<file path="src/mmphy_defs.vh">
// Register map, field positions, reset values and frame constants
`ifndef MMPHY_DEFS_VH
`define MMPHY_DEFS_VH
`define MMPHY_OFF_CMD_STAT 12'h000
`define MMPHY_OFF_PHY_ADDR 12'h004
`define MMPHY_OFF_REG_ADDR 12'h008
`define MMPHY_OFF_WR_VAL   12'h00c
`define MMPHY_OFF_RD_VAL   12'h010
`define MMPHY_OFF_EVENT    12'h014
`define MMPHY_OFF_XCTL0    12'h018
`define MMPHY_OFF_XCTL1    12'h01c
`define MMPHY_CMD_LSB      0
`define MMPHY_CMD_MSB      1
`define MMPHY_BUSY_BIT     7
`define MMPHY_DIV_LSB      8
`define MMPHY_DIV_MSB      14
`define MMPHY_DIV_RST      7'h05
`define MMPHY_OP_WRITE     2'h1
`define MMPHY_OP_READ      2'h2
`define MMPHY_DONE_BIT     0
`define MMPHY_XCTL0_RST    8'h70
`define MMPHY_XCTL0_WMASK  8'hf9
`define MMPHY_XCTL1_RST    8'h00
`define MMPHY_XCTL1_WMASK  8'h1f
`define MMPHY_FRAME_BITS   7'd64
`define MMPHY_TA_FIRST     7'd46
`define MMPHY_DATA_FIRST   7'd48
`endif

</file>
<file path="src/mmphy_mgmt.v">
// Management serial master with APB registers and transceiver controls
// Notes on behaviour
// - Management clock is bus clock over 2xdivider, over 2 when divider is zero
// - Five-bit PHY address selects target PHY
// - Five-bit register address selects PHY register
// - Read value valid once done flag set
// - Command two while idle starts read
// - Read end: busy clears, data loads, done
// - Command one while idle starts write
// - Write end: busy clears, done flag set
// - PHY registers reachable only through frames
// - Bit 7 enables transceiver, resets clear
// - Control one holds address, upper bits zero
// - Two clock-generation off bits reset set
// - Bit 6 autoneg disable resets set
// - Bit 3 indicator enable resets clear
// - Bit 0 interrupt enable resets clear
`timescale 1ns/100ps
`include "mmphy_defs.vh"
module mmphy_mgmt
(
   input  wire        pclk,
   input  wire        presetn,
   input  wire        psel,
   input  wire        penable,
   input  wire        pwrite,
   input  wire [11:0] paddr,
   input  wire [31:0] pwdata,
   output reg  [31:0] prdata,
   output reg         pready,
   output reg         pslverr,
   output reg         mdc,
   output reg         mdio_o,
   output reg         mdio_oe_n,
   input  wire        mdio_i,
   output reg         transceiver_enable,
   output reg         autoneg_disable,
   output reg         fast_clock_gen_off,
   output reg         slow_clock_gen_off,
   output reg         indicator_lamp_enable,
   output reg         transceiver_irq_enable,
   output reg  [4:0]  transceiver_address
);
   reg  [6:0]  div_q;
   reg  [4:0]  phy_addr_q;
   reg  [4:0]  reg_addr_q;
   reg  [15:0] wr_val_q;
   reg  [15:0] rd_val_q;
   reg         busy_q;
   reg         done_flag_q;
   reg  [7:0]  xctl0_q;
   reg  [4:0]  xctl1_q;
   reg         start_q;
   reg         rd_kind_q;
   reg         mdio_m_q;
   reg         mdio_s_q;
   reg  [31:0] rdata_d;
   reg         hit_d;
   wire        setup  = psel && !penable;
   wire        wr_acc = setup && pwrite;
   wire        rd_acc = setup && !pwrite;
   wire        eng_active;
   wire        eng_done;
   wire [15:0] eng_rd_val;
   wire        mdc_w;
   wire        rise_w;
   wire        fall_w;
   wire        mdio_o_w;
   wire        mdio_oe_n_w;
   wire [1:0]  cmd_w  = pwdata[`MMPHY_CMD_MSB:`MMPHY_CMD_LSB];
   wire        launch = wr_acc && (paddr == `MMPHY_OFF_CMD_STAT) && !busy_q
                        && (cmd_w == `MMPHY_OP_WRITE || cmd_w == `MMPHY_OP_READ);

   function mapped;
      input [11:0] a;
      begin
         mapped = (a == `MMPHY_OFF_CMD_STAT) || (a == `MMPHY_OFF_PHY_ADDR) ||
                  (a == `MMPHY_OFF_REG_ADDR) || (a == `MMPHY_OFF_WR_VAL) ||
                  (a == `MMPHY_OFF_RD_VAL) || (a == `MMPHY_OFF_EVENT) ||
                  (a == `MMPHY_OFF_XCTL0) || (a == `MMPHY_OFF_XCTL1);
      end
   endfunction

   // Read mux; PHY's own registers never appear here
   always @*
   begin
      rdata_d = 32'h00000000;
      hit_d   = mapped(paddr);
      case (paddr)
         `MMPHY_OFF_CMD_STAT:
         begin
            rdata_d[`MMPHY_DIV_MSB:`MMPHY_DIV_LSB] = div_q;
            rdata_d[`MMPHY_BUSY_BIT]               = busy_q;
         end
         `MMPHY_OFF_PHY_ADDR: rdata_d[4:0]  = phy_addr_q;
         `MMPHY_OFF_REG_ADDR: rdata_d[4:0]  = reg_addr_q;
         `MMPHY_OFF_WR_VAL:   rdata_d[15:0] = wr_val_q;
         `MMPHY_OFF_RD_VAL:   rdata_d[15:0] = rd_val_q;
         `MMPHY_OFF_EVENT:    rdata_d[`MMPHY_DONE_BIT] = done_flag_q;
         `MMPHY_OFF_XCTL0:    rdata_d[7:0]  = xctl0_q;
         `MMPHY_OFF_XCTL1:    rdata_d[4:0]  = xctl1_q;
         default:             rdata_d = 32'h00000000;
      endcase
   end

   // No wait state: answer in the first access-phase cycle after setup
   always @(posedge pclk or negedge presetn)
   begin
      if (!presetn)
      begin
         prdata  <= 32'h00000000;
         pready  <= 1'b0;
         pslverr <= 1'b0;
      end
      else
      begin
         pready  <= setup;
         pslverr <= setup && !hit_d;
         prdata  <= rd_acc ? rdata_d : 32'h00000000;
      end
   end

   // Software registers
   always @(posedge pclk or negedge presetn)
   begin
      if (!presetn)
      begin
         div_q      <= `MMPHY_DIV_RST;
         phy_addr_q <= 5'h00;
         reg_addr_q <= 5'h00;
         wr_val_q   <= 16'h0000;
         xctl0_q    <= `MMPHY_XCTL0_RST;
         xctl1_q    <= 5'h00;
      end
      else if (wr_acc)
      begin
         case (paddr)
            `MMPHY_OFF_CMD_STAT:
               // Divider frozen while busy so a running frame keeps its timing
               if (!busy_q)
                  div_q <= pwdata[`MMPHY_DIV_MSB:`MMPHY_DIV_LSB];
            `MMPHY_OFF_PHY_ADDR: phy_addr_q <= pwdata[4:0];
            `MMPHY_OFF_REG_ADDR: reg_addr_q <= pwdata[4:0];
            `MMPHY_OFF_WR_VAL:   wr_val_q   <= pwdata[15:0];
            `MMPHY_OFF_XCTL0:    xctl0_q    <= pwdata[7:0] & `MMPHY_XCTL0_WMASK;
            `MMPHY_OFF_XCTL1:    xctl1_q    <= pwdata[4:0];
            default:             div_q      <= div_q;
         endcase
      end
   end

   // Busy, launch and completion; done set wins over a clear in the same cycle
   always @(posedge pclk or negedge presetn)
   begin
      if (!presetn)
      begin
         busy_q      <= 1'b0;
         start_q     <= 1'b0;
         rd_kind_q   <= 1'b0;
         done_flag_q <= 1'b0;
         rd_val_q    <= 16'h0000;
      end
      else
      begin
         start_q <= launch;
         if (launch)
         begin
            busy_q    <= 1'b1;
            rd_kind_q <= (cmd_w == `MMPHY_OP_READ);
         end
         else if (eng_done)
            busy_q <= 1'b0;
         if (eng_done && rd_kind_q)
            rd_val_q <= eng_rd_val;
         if (eng_done)
            done_flag_q <= 1'b1;
         else if (wr_acc && paddr == `MMPHY_OFF_EVENT && pwdata[`MMPHY_DONE_BIT])
            done_flag_q <= 1'b0;
      end
   end

   // MDIO input comes from a pin: two flops before use
   always @(posedge pclk or negedge presetn)
   begin
      if (!presetn)
      begin
         mdio_m_q <= 1'b1;
         mdio_s_q <= 1'b1;
      end
      else
      begin
         mdio_m_q <= mdio_i;
         mdio_s_q <= mdio_m_q;
      end
   end

   mmphy_clkdiv u_div
   (
      .pclk    (pclk),
      .presetn (presetn),
      .run     (busy_q),
      .div_sel (div_q),
      .mdc_q   (mdc_w),
      .rise_q  (rise_w),
      .fall_q  (fall_w)
   );

   mmphy_frame u_frame
   (
      .pclk        (pclk),
      .presetn     (presetn),
      .start       (start_q),
      .is_read     (rd_kind_q),
      .phy_addr    (phy_addr_q),
      .reg_addr    (reg_addr_q),
      .wr_val      (wr_val_q),
      .mdc_rise    (rise_w),
      .mdc_fall    (fall_w),
      .mdio_in_s   (mdio_s_q),
      .active_q    (eng_active),
      .done_q      (eng_done),
      .rd_val_q    (eng_rd_val),
      .mdio_o_q    (mdio_o_w),
      .mdio_oe_n_q (mdio_oe_n_w)
   );

   // Outputs re-registered so every top output is a flop; costs one cycle of skew
   always @(posedge pclk or negedge presetn)
   begin
      if (!presetn)
      begin
         mdc                    <= 1'b0;
         mdio_o                 <= 1'b1;
         mdio_oe_n              <= 1'b1;
         transceiver_enable     <= 1'b0;
         autoneg_disable        <= 1'b1;
         fast_clock_gen_off     <= 1'b1;
         slow_clock_gen_off     <= 1'b1;
         indicator_lamp_enable  <= 1'b0;
         transceiver_irq_enable <= 1'b0;
         transceiver_address    <= 5'h00;
      end
      else
      begin
         mdc                    <= mdc_w && eng_active;
         mdio_o                 <= mdio_o_w;
         mdio_oe_n              <= mdio_oe_n_w;
         transceiver_enable     <= xctl0_q[7];
         autoneg_disable        <= xctl0_q[6];
         fast_clock_gen_off     <= xctl0_q[5];
         slow_clock_gen_off     <= xctl0_q[4];
         indicator_lamp_enable  <= xctl0_q[3];
         transceiver_irq_enable <= xctl0_q[0];
         transceiver_address    <= xctl1_q;
      end
   end
endmodule

</file>
<file path="src/mmphy_clkdiv.v">
// Management clock divider producing half-period ticks
`timescale 1ns/100ps
`include "mmphy_defs.vh"
module mmphy_clkdiv
(
   input  wire       pclk,
   input  wire       presetn,
   input  wire       run,
   input  wire [6:0] div_sel,
   output reg        mdc_q,
   output reg        rise_q,
   output reg        fall_q
);
   reg  [6:0] cnt_q;
   wire [6:0] lim = (div_sel == 7'h00) ? 7'h01 : div_sel;
   // Each half period lasts div_sel bus clocks (one if div_sel is zero), so period is twice that
   always @(posedge pclk or negedge presetn)
   begin
      if (!presetn)
      begin
         cnt_q  <= 7'h00;
         mdc_q  <= 1'b0;
         rise_q <= 1'b0;
         fall_q <= 1'b0;
      end
      else if (!run)
      begin
         cnt_q  <= 7'h00;
         mdc_q  <= 1'b0;
         rise_q <= 1'b0;
         fall_q <= 1'b0;
      end
      else if (cnt_q + 7'h01 >= lim)
      begin
         cnt_q  <= 7'h00;
         mdc_q  <= ~mdc_q;
         rise_q <= ~mdc_q;
         fall_q <= mdc_q;
      end
      else
      begin
         cnt_q  <= cnt_q + 7'h01;
         rise_q <= 1'b0;
         fall_q <= 1'b0;
      end
   end
endmodule

</file>
<file path="src/mmphy_frame.v">
// Management frame shifter: preamble, start, opcode, addresses, turnaround, data
`timescale 1ns/100ps
`include "mmphy_defs.vh"
module mmphy_frame
(
   input  wire        pclk,
   input  wire        presetn,
   input  wire        start,
   input  wire        is_read,
   input  wire [4:0]  phy_addr,
   input  wire [4:0]  reg_addr,
   input  wire [15:0] wr_val,
   input  wire        mdc_rise,
   input  wire        mdc_fall,
   input  wire        mdio_in_s,
   output reg         active_q,
   output reg         done_q,
   output reg  [15:0] rd_val_q,
   output reg         mdio_o_q,
   output reg         mdio_oe_n_q
);
   reg [6:0]  bit_q;
   reg [63:0] shift_q;
   reg        rd_q;
   always @(posedge pclk or negedge presetn)
   begin
      if (!presetn)
      begin
         bit_q       <= 7'd0;
         shift_q     <= 64'h0;
         rd_q        <= 1'b0;
         active_q    <= 1'b0;
         done_q      <= 1'b0;
         rd_val_q    <= 16'h0000;
         mdio_o_q    <= 1'b1;
         mdio_oe_n_q <= 1'b1;
      end
      else
      begin
         done_q <= 1'b0;
         if (start && !active_q)
         begin
            // 32 ones, 01, opcode, addresses, 10 turnaround, data
            shift_q  <= {32'hffffffff, 2'b01, (is_read ? 2'b10 : 2'b01),
                         phy_addr, reg_addr, 2'b10, wr_val};
            rd_q     <= is_read;
            bit_q    <= 7'd0;
            active_q <= 1'b1;
         end
         else if (active_q && mdc_fall)
         begin
            if (bit_q == `MMPHY_FRAME_BITS)
            begin
               active_q    <= 1'b0;
               done_q      <= 1'b1;
               mdio_oe_n_q <= 1'b1;
               mdio_o_q    <= 1'b1;
            end
            else
            begin
               mdio_o_q    <= shift_q[63];
               shift_q     <= {shift_q[62:0], 1'b0};
               // Released from turnaround onward on reads
               mdio_oe_n_q <= rd_q && (bit_q >= `MMPHY_TA_FIRST);
               bit_q       <= bit_q + 7'd1;
            end
         end
         else if (active_q && mdc_rise && rd_q && (bit_q > `MMPHY_DATA_FIRST))
         begin
            // PHY drives data after a falling edge; sample on rising edge
            rd_val_q <= {rd_val_q[14:0], mdio_in_s};
         end
      end
   end
endmodule

</file>
<file path="config.mk">
export PLATFORM = sky130hd
export DESIGN_NAME = mmphy_mgmt
export DESIGN_NICKNAME = d
export VERILOG_FILES = /design/src/mmphy_mgmt.v /design/src/mmphy_clkdiv.v /design/src/mmphy_frame.v
export VERILOG_INCLUDE_DIRS = /design/src
export SDC_FILE = /design/constraint.sdc
export NUM_CORES = 1
export LEC_CHECK = 0
export ABC_CLOCK_PERIOD_IN_PS = 2700
export BUFFER_PORTS_ARGS = -buffer_cell sky130_fd_sc_hd__buf_2
export CAP_MARGIN = 20
export CORE_UTILIZATION = 41
export DETAILED_ROUTE_END_ITERATION = 10
export PLACE_DENSITY_LB_ADDON = 0.25
export SYNTH_ARGS = -nofsm -noshare
export SYNTH_HDL_FRONTEND = slang
export SYNTH_SLANG_ARGS = --single-unit
</file>
<file path="constraint.sdc">
create_clock -name pclk -period 2.7 [get_ports pclk]
set_input_delay 0.54 -clock pclk [delete_from_list [all_inputs] [get_ports pclk]]
set_output_delay 0.54 -clock pclk [all_outputs]
set_load 0.05 [all_outputs]
</file>
==> parameters.txt <==
Parameter                              Value

CTS
  Resized cells post-CTS    0
  Register clock-pin slew on the reported worst setup and hold paths    0.07 ns
  Clk root buf    sky130_fd_sc_hd__clkbuf_16
  Number of H-tree branching levels    4
  Sinks on the clock net    200
  Max clock buf depth    2
  Clock tree from TritonCTS    done
  Clk Latency, worst-skew pair    0.43 ns
  Post-cts hold buffer count    0
  Count of buffers added by post-CTS timing repair for setup    0
  TritonCTS buffer count    17

Cells and area
  Count of antenna diodes in the layout    0
  Share of layout cells above drive strength 1    0.280
  Count of fill cells added during filler insertion    between 1,500 and 2,000
  Area growth from synthesis to layout    14.5%
  Net count of the finished layout    851
  Sequential Area    roughly 0.0050 sq mm
  Final Util    0.482
  Combined area of the multi-input logic cells    0.00329 sq mm

Detailed routing
  Detailed-route wire length per cell    16.9 um
  DR DRC count    0
  Total via count in the routed design    5,686
  Top routing layer in use    met4
  Met2 wirelength from detailed routing    8540 um
  Antenna viol nets, final    0
  Total wire length after detailed routing    roughly 18,000 um
  Routed met1 length    roughly 8500 um
  DR pass1 iterations    4
  Met3 layer wire length in the routed design    611 um
  Ratio of routed vias to standard cells    5.30
  Iteration-0 DRC Markers    305

Yosys
  Dominant combinational cell family by area after synthesis    simple AND/OR/NAND/NOR gates
  Portion of the post-synthesis area used by sequential elements    0.586
  Post-synthesis adder-cell area fraction    0.0161
  Share of cell area taken by muxes after synthesis    0.117
  Synth Area in Compound Gates    0.112
  Synth async-reset ratio    1.00
  Most frequently used flop master after synthesis    sky130_fd_sc_hd__dfrtp_1
  Number of enable-type register cells in the synthesized netlist    0
  Post-synthesis share of cell area spent on xor and xnor gates    0.0112
  Synth cell types    62
  Synthesized instance count    720
  Flops & latches, synth    200
  Warnings from Yosys    0
  Post-synthesis share of cell area spent on and, or, nand and nor gates    0.118
  Synth Area per Inst    11.9 sq um
  Post-Syn Area    0.00857 sq mm

STA
  Minimum clock period after layout    2.50 ns
  Count of final max-slew check failures    0
  Worst clock skew on the final layout    0.0103 ns
  Final period utilization    0.924
  Worst Max-Slew Pin Slew    0.784 ns
  Worst max-slew margin expressed relative to the limit    0.476
  Unrepaired setup endpoints after global routing    false
  Setup_tns    0 ns
  Maximum operating frequency    401 MHz
  Final count of negative-setup-slack endpoints    0
  Hold violation total from the final report    0
  Crit path setup slack, layout    0.204 ns

Floorplan
  Core Area    0.0204 sq mm
  Die W    147 um
  Boundary pin count    between 90 and 100
  Die height    ~150 um
  Effective utilization at floorplan    0.421
  Die Outline Area    around 0.021 sq mm
  Row count    52

Worst setup path
  Crit path required time    just over 3 ns
  Setup crit end kind    flop
  Destination of the worst register-to-register timing path    u_div.mdc_q$_DFFE_PN0P_
  Critical path, cell by cell    ha_1, and3_1, xor2_1, ha_1, and3_1, a221o_1, a31oi_1, mux2i_1
  Number of cells on the worst reg-to-reg path    8
  Buffering stage count on the worst path with inverters included    0
  Slowest stage cell on the critical path    sky130_fd_sc_hd__dfrtp_1
  Reg2reg start    u_div.cnt_q[0]$_DFF_PN0_
  Data arrival time at the worst-slack endpoint    2.85 ns
  Crit path launch type    flop
  Critical path class    reg -> reg
  Register-to-register path setup slack    ~0.2 ns
  Maximum fanout along the worst path    5
  Stage delay of the slowest cell on the critical path    0.44 ns
  Critical path's top delay family    compound AO/OA/AOI/OAI gates

GRT
  Global-route wire length before repair    30,500 um
  Pin count of the biggest net entering global routing    81
  Global-route congestion overflow total    0
  Gr usage total    0.179
  Antenna violations before repair    0
  Via count of the first global-routing pass    5,925

Placed design
  Minimum setup slack after placement    0.214 ns
  Half-perimeter wire length of the detailed placement result    12,400 um
  Final Wtd Congestion    between 0.9 and 1
  Port buffer count    65

Power
  Static Leak    approximately 5 nW
  Maximum VDD drop    ~0.38 mV
  PD cells    around 580 mW/mm^2

Worst hold path
  Worst hold path class    in -> async

Outcome
  Run status    finished, final reports clean

Job
  Max-capacitance violation count    0
==> worst register-to-register path, cell delays in order (launching register included) <==
cell and delay [ns]:
sky130_fd_sc_hd__dfrtp_1 0.44, sky130_fd_sc_hd__ha_1 0.26, sky130_fd_sc_hd__and3_1 0.19, sky130_fd_sc_hd__xor2_1 0.16
sky130_fd_sc_hd__ha_1 0.31, sky130_fd_sc_hd__and3_1 0.20, sky130_fd_sc_hd__a221o_1 0.31, sky130_fd_sc_hd__a31oi_1 0.33
sky130_fd_sc_hd__mux2i_1 0.23
==> cell type report <==
class	count	share of cell area
repair buffers	87	0.0547
inverters	15	0.00574
clock buffers	19	0.0451
well taps	270	0.0344
multi-input cells	469	0.335
clock inverters	13	0.0134
flip-flops and latches	200	0.512
==> kinds of logic after synthesis <==
kind of cell               count (synthesis)
other                                      1
DFF                                      200
muxes                                     90
adders and majority gates                 11
AOI/OAI and AO/OA                        139
xor gates and xnor gates                  11
buffers and inverters                     66
and+or+nand+nor                          202
==> layout by cell type, fill, tap and decap left out, types with 3 or more instances in the layout <==
| master | Yosys | final |
|---|---|---|
| sky130_fd_sc_hd__nand2b_1 | 4 | 4 |
| sky130_fd_sc_hd__xor2_1 | 5 | 5 |
| sky130_fd_sc_hd__a21o_1 | 26 | 26 |
| sky130_fd_sc_hd__o21ai_0 | 45 | 45 |
| sky130_fd_sc_hd__nor4_4 | 3 | 3 |
| sky130_fd_sc_hd__a22oi_1 | 9 | 9 |
| sky130_fd_sc_hd__nor4_1 | 7 | 7 |
| sky130_fd_sc_hd__dfrtp_1 | 186 | 186 |
| sky130_fd_sc_hd__nor2_1 | 28 | 28 |
| sky130_fd_sc_hd__a21oi_1 | 8 | 8 |
| sky130_fd_sc_hd__a22o_1 | 23 | 23 |
| sky130_fd_sc_hd__nor3_1 | 7 | 7 |
| sky130_fd_sc_hd__buf_2 | 7 | 64 |
| sky130_fd_sc_hd__nand4_1 | 4 | 4 |
| sky130_fd_sc_hd__buf_12 | 0 | 3 |
| sky130_fd_sc_hd__and2_1 | 5 | 5 |
| sky130_fd_sc_hd__o22ai_1 | 4 | 4 |
| sky130_fd_sc_hd__a32oi_1 | 6 | 6 |
| sky130_fd_sc_hd__and3_1 | 7 | 7 |
| sky130_fd_sc_hd__buf_4 | 17 | 19 |
| sky130_fd_sc_hd__nand2_1 | 103 | 103 |
| sky130_fd_sc_hd__nand3_1 | 10 | 10 |
| sky130_fd_sc_hd__mux2_2 | 79 | 79 |
| sky130_fd_sc_hd__mux2i_1 | 10 | 10 |
| sky130_fd_sc_hd__inv_6 | 0 | 6 |
| sky130_fd_sc_hd__conb_1 | 1 | 16 |
| sky130_fd_sc_hd__xnor2_1 | 6 | 6 |
| sky130_fd_sc_hd__nor2b_1 | 8 | 7 |
| sky130_fd_sc_hd__dfstp_2 | 14 | 14 |
| sky130_fd_sc_hd__inv_8 | 0 | 3 |
| sky130_fd_sc_hd__clkbuf_16 | 0 | 17 |
| sky130_fd_sc_hd__ha_1 | 11 | 11 |
| sky130_fd_sc_hd__inv_1 | 15 | 15 |
==> Yosys cell counts, types with 2 or more instances <==
cell / instances / area, sq um
sky130_fd_sc_hd__clkbuf_1: 23 / 86.3
sky130_fd_sc_hd__nor3_1: 7 / 35.0
sky130_fd_sc_hd__nand4_1: 4 / 25.0
sky130_fd_sc_hd__buf_2: 7 / 35.0
sky130_fd_sc_hd__dfstp_2: 14 / 368
sky130_fd_sc_hd__nand3_1: 10 / 50.1
sky130_fd_sc_hd__inv_1: 15 / 56.3
sky130_fd_sc_hd__nor2_1: 28 / 105
sky130_fd_sc_hd__buf_6: 2 / 22.5
sky130_fd_sc_hd__and2_1: 5 / 31.3
sky130_fd_sc_hd__ha_1: 11 / 138
sky130_fd_sc_hd__xor2_1: 5 / 43.8
sky130_fd_sc_hd__a32oi_1: 6 / 52.6
sky130_fd_sc_hd__a22oi_1: 9 / 67.6
sky130_fd_sc_hd__and3_1: 7 / 43.8
sky130_fd_sc_hd__buf_4: 17 / 128
sky130_fd_sc_hd__dfrtp_1: 186 / 4650
sky130_fd_sc_hd__xnor2_1: 6 / 52.6
sky130_fd_sc_hd__a21oi_1: 8 / 40.0
sky130_fd_sc_hd__nor2b_1: 8 / 50.1
sky130_fd_sc_hd__a22o_1: 23 / 201
sky130_fd_sc_hd__and4_1: 2 / 17.5
sky130_fd_sc_hd__nor4_1: 7 / 43.8
sky130_fd_sc_hd__a31oi_1: 2 / 12.5
sky130_fd_sc_hd__nand2b_1: 4 / 25.0
sky130_fd_sc_hd__a21o_1: 26 / 195
sky130_fd_sc_hd__o22ai_1: 4 / 25.0
sky130_fd_sc_hd__a2bb2oi_1: 2 / 17.5
sky130_fd_sc_hd__a221o_1: 2 / 20.0
sky130_fd_sc_hd__o21ai_0: 45 / 225
sky130_fd_sc_hd__or3_1: 2 / 12.5
sky130_fd_sc_hd__mux2_2: 79 / 890
sky130_fd_sc_hd__nor4_4: 3 / 63.8
sky130_fd_sc_hd__buf_1: 2 / 7.51
sky130_fd_sc_hd__mux2i_1: 10 / 100
sky130_fd_sc_hd__nand2_1: 103 / 387
==> through the flow <==
step | total power [mW] | instance area, sq um | hold WS, ns | cells
global route | 5.90 | 9820 | 0.179 | 1073
floorplan | 3.20 | 8630 | 0.244 | 735
detailed placement | 3.31 | 9240 | 0.351 | 1041
CTS | 5.77 | 9820 | 0.170 | 1073
finish | 5.69 | 9820 | 0.146 | 1073
global placement | 3.30 | 9240 | 0.350 | 1041
==> registers in the layout, indices dropped and copies added (netlist names), 5 cells and up <==
signal and cells:
prdata 16, u_frame.bit_q 7, u_frame.shift_q 64, phy_addr_q 5, div_q 7, u_div.cnt_q 7
u_frame.rd_val_q 16, xctl1_q 5, xctl0_q 6, rd_val_q 16, reg_addr_q 5, transceiver_address 5
wr_val_q 16
==> per-layer routing <==
| layer | GRT usage | vias up |
|---|---|---|
| met5 | 0 | - |
| met4 | 0.0688 | 0 |
| met3 | 0.0328 | 34 |
| met2 | 0.284 | 154 |
| met1 | 0.244 | 2838 |
| li1 | - | 2660 |
==> power breakdown <==
part	internal, mW	switching (mW)
logic	0.0529	0.179
clock network	1.26	1.19
registers	3.01	0.00781
==> how the worst max path moves through the flow <==
stage / end / start / slack (ns) / depth (start not counted)
3_5_place_dp: u_div.mdc_q$_DFFE_PN0P_ / u_div.cnt_q[0]$_DFF_PN0_ / 0.21 / 8
6_report: u_div.mdc_q$_DFFE_PN0P_ / u_div.cnt_q[0]$_DFF_PN0_ / 0.20 / 8
4_1_cts: u_div.mdc_q$_DFFE_PN0P_ / u_div.cnt_q[0]$_DFF_PN0_ / 0.19 / 8
3_3_place_gp: u_div.mdc_q$_DFFE_PN0P_ / u_div.cnt_q[0]$_DFF_PN0_ / 0.29 / 8
5_1_grt: u_div.mdc_q$_DFFE_PN0P_ / u_div.cnt_q[0]$_DFF_PN0_ / 0.01 / 8
2_1_floorplan: u_div.cnt_q[2]$_DFF_PN0_ / u_div.cnt_q[0]$_DFF_PN0_ / 0.41 / 8
Note: power is estimated with default switching activity, not from simulation.
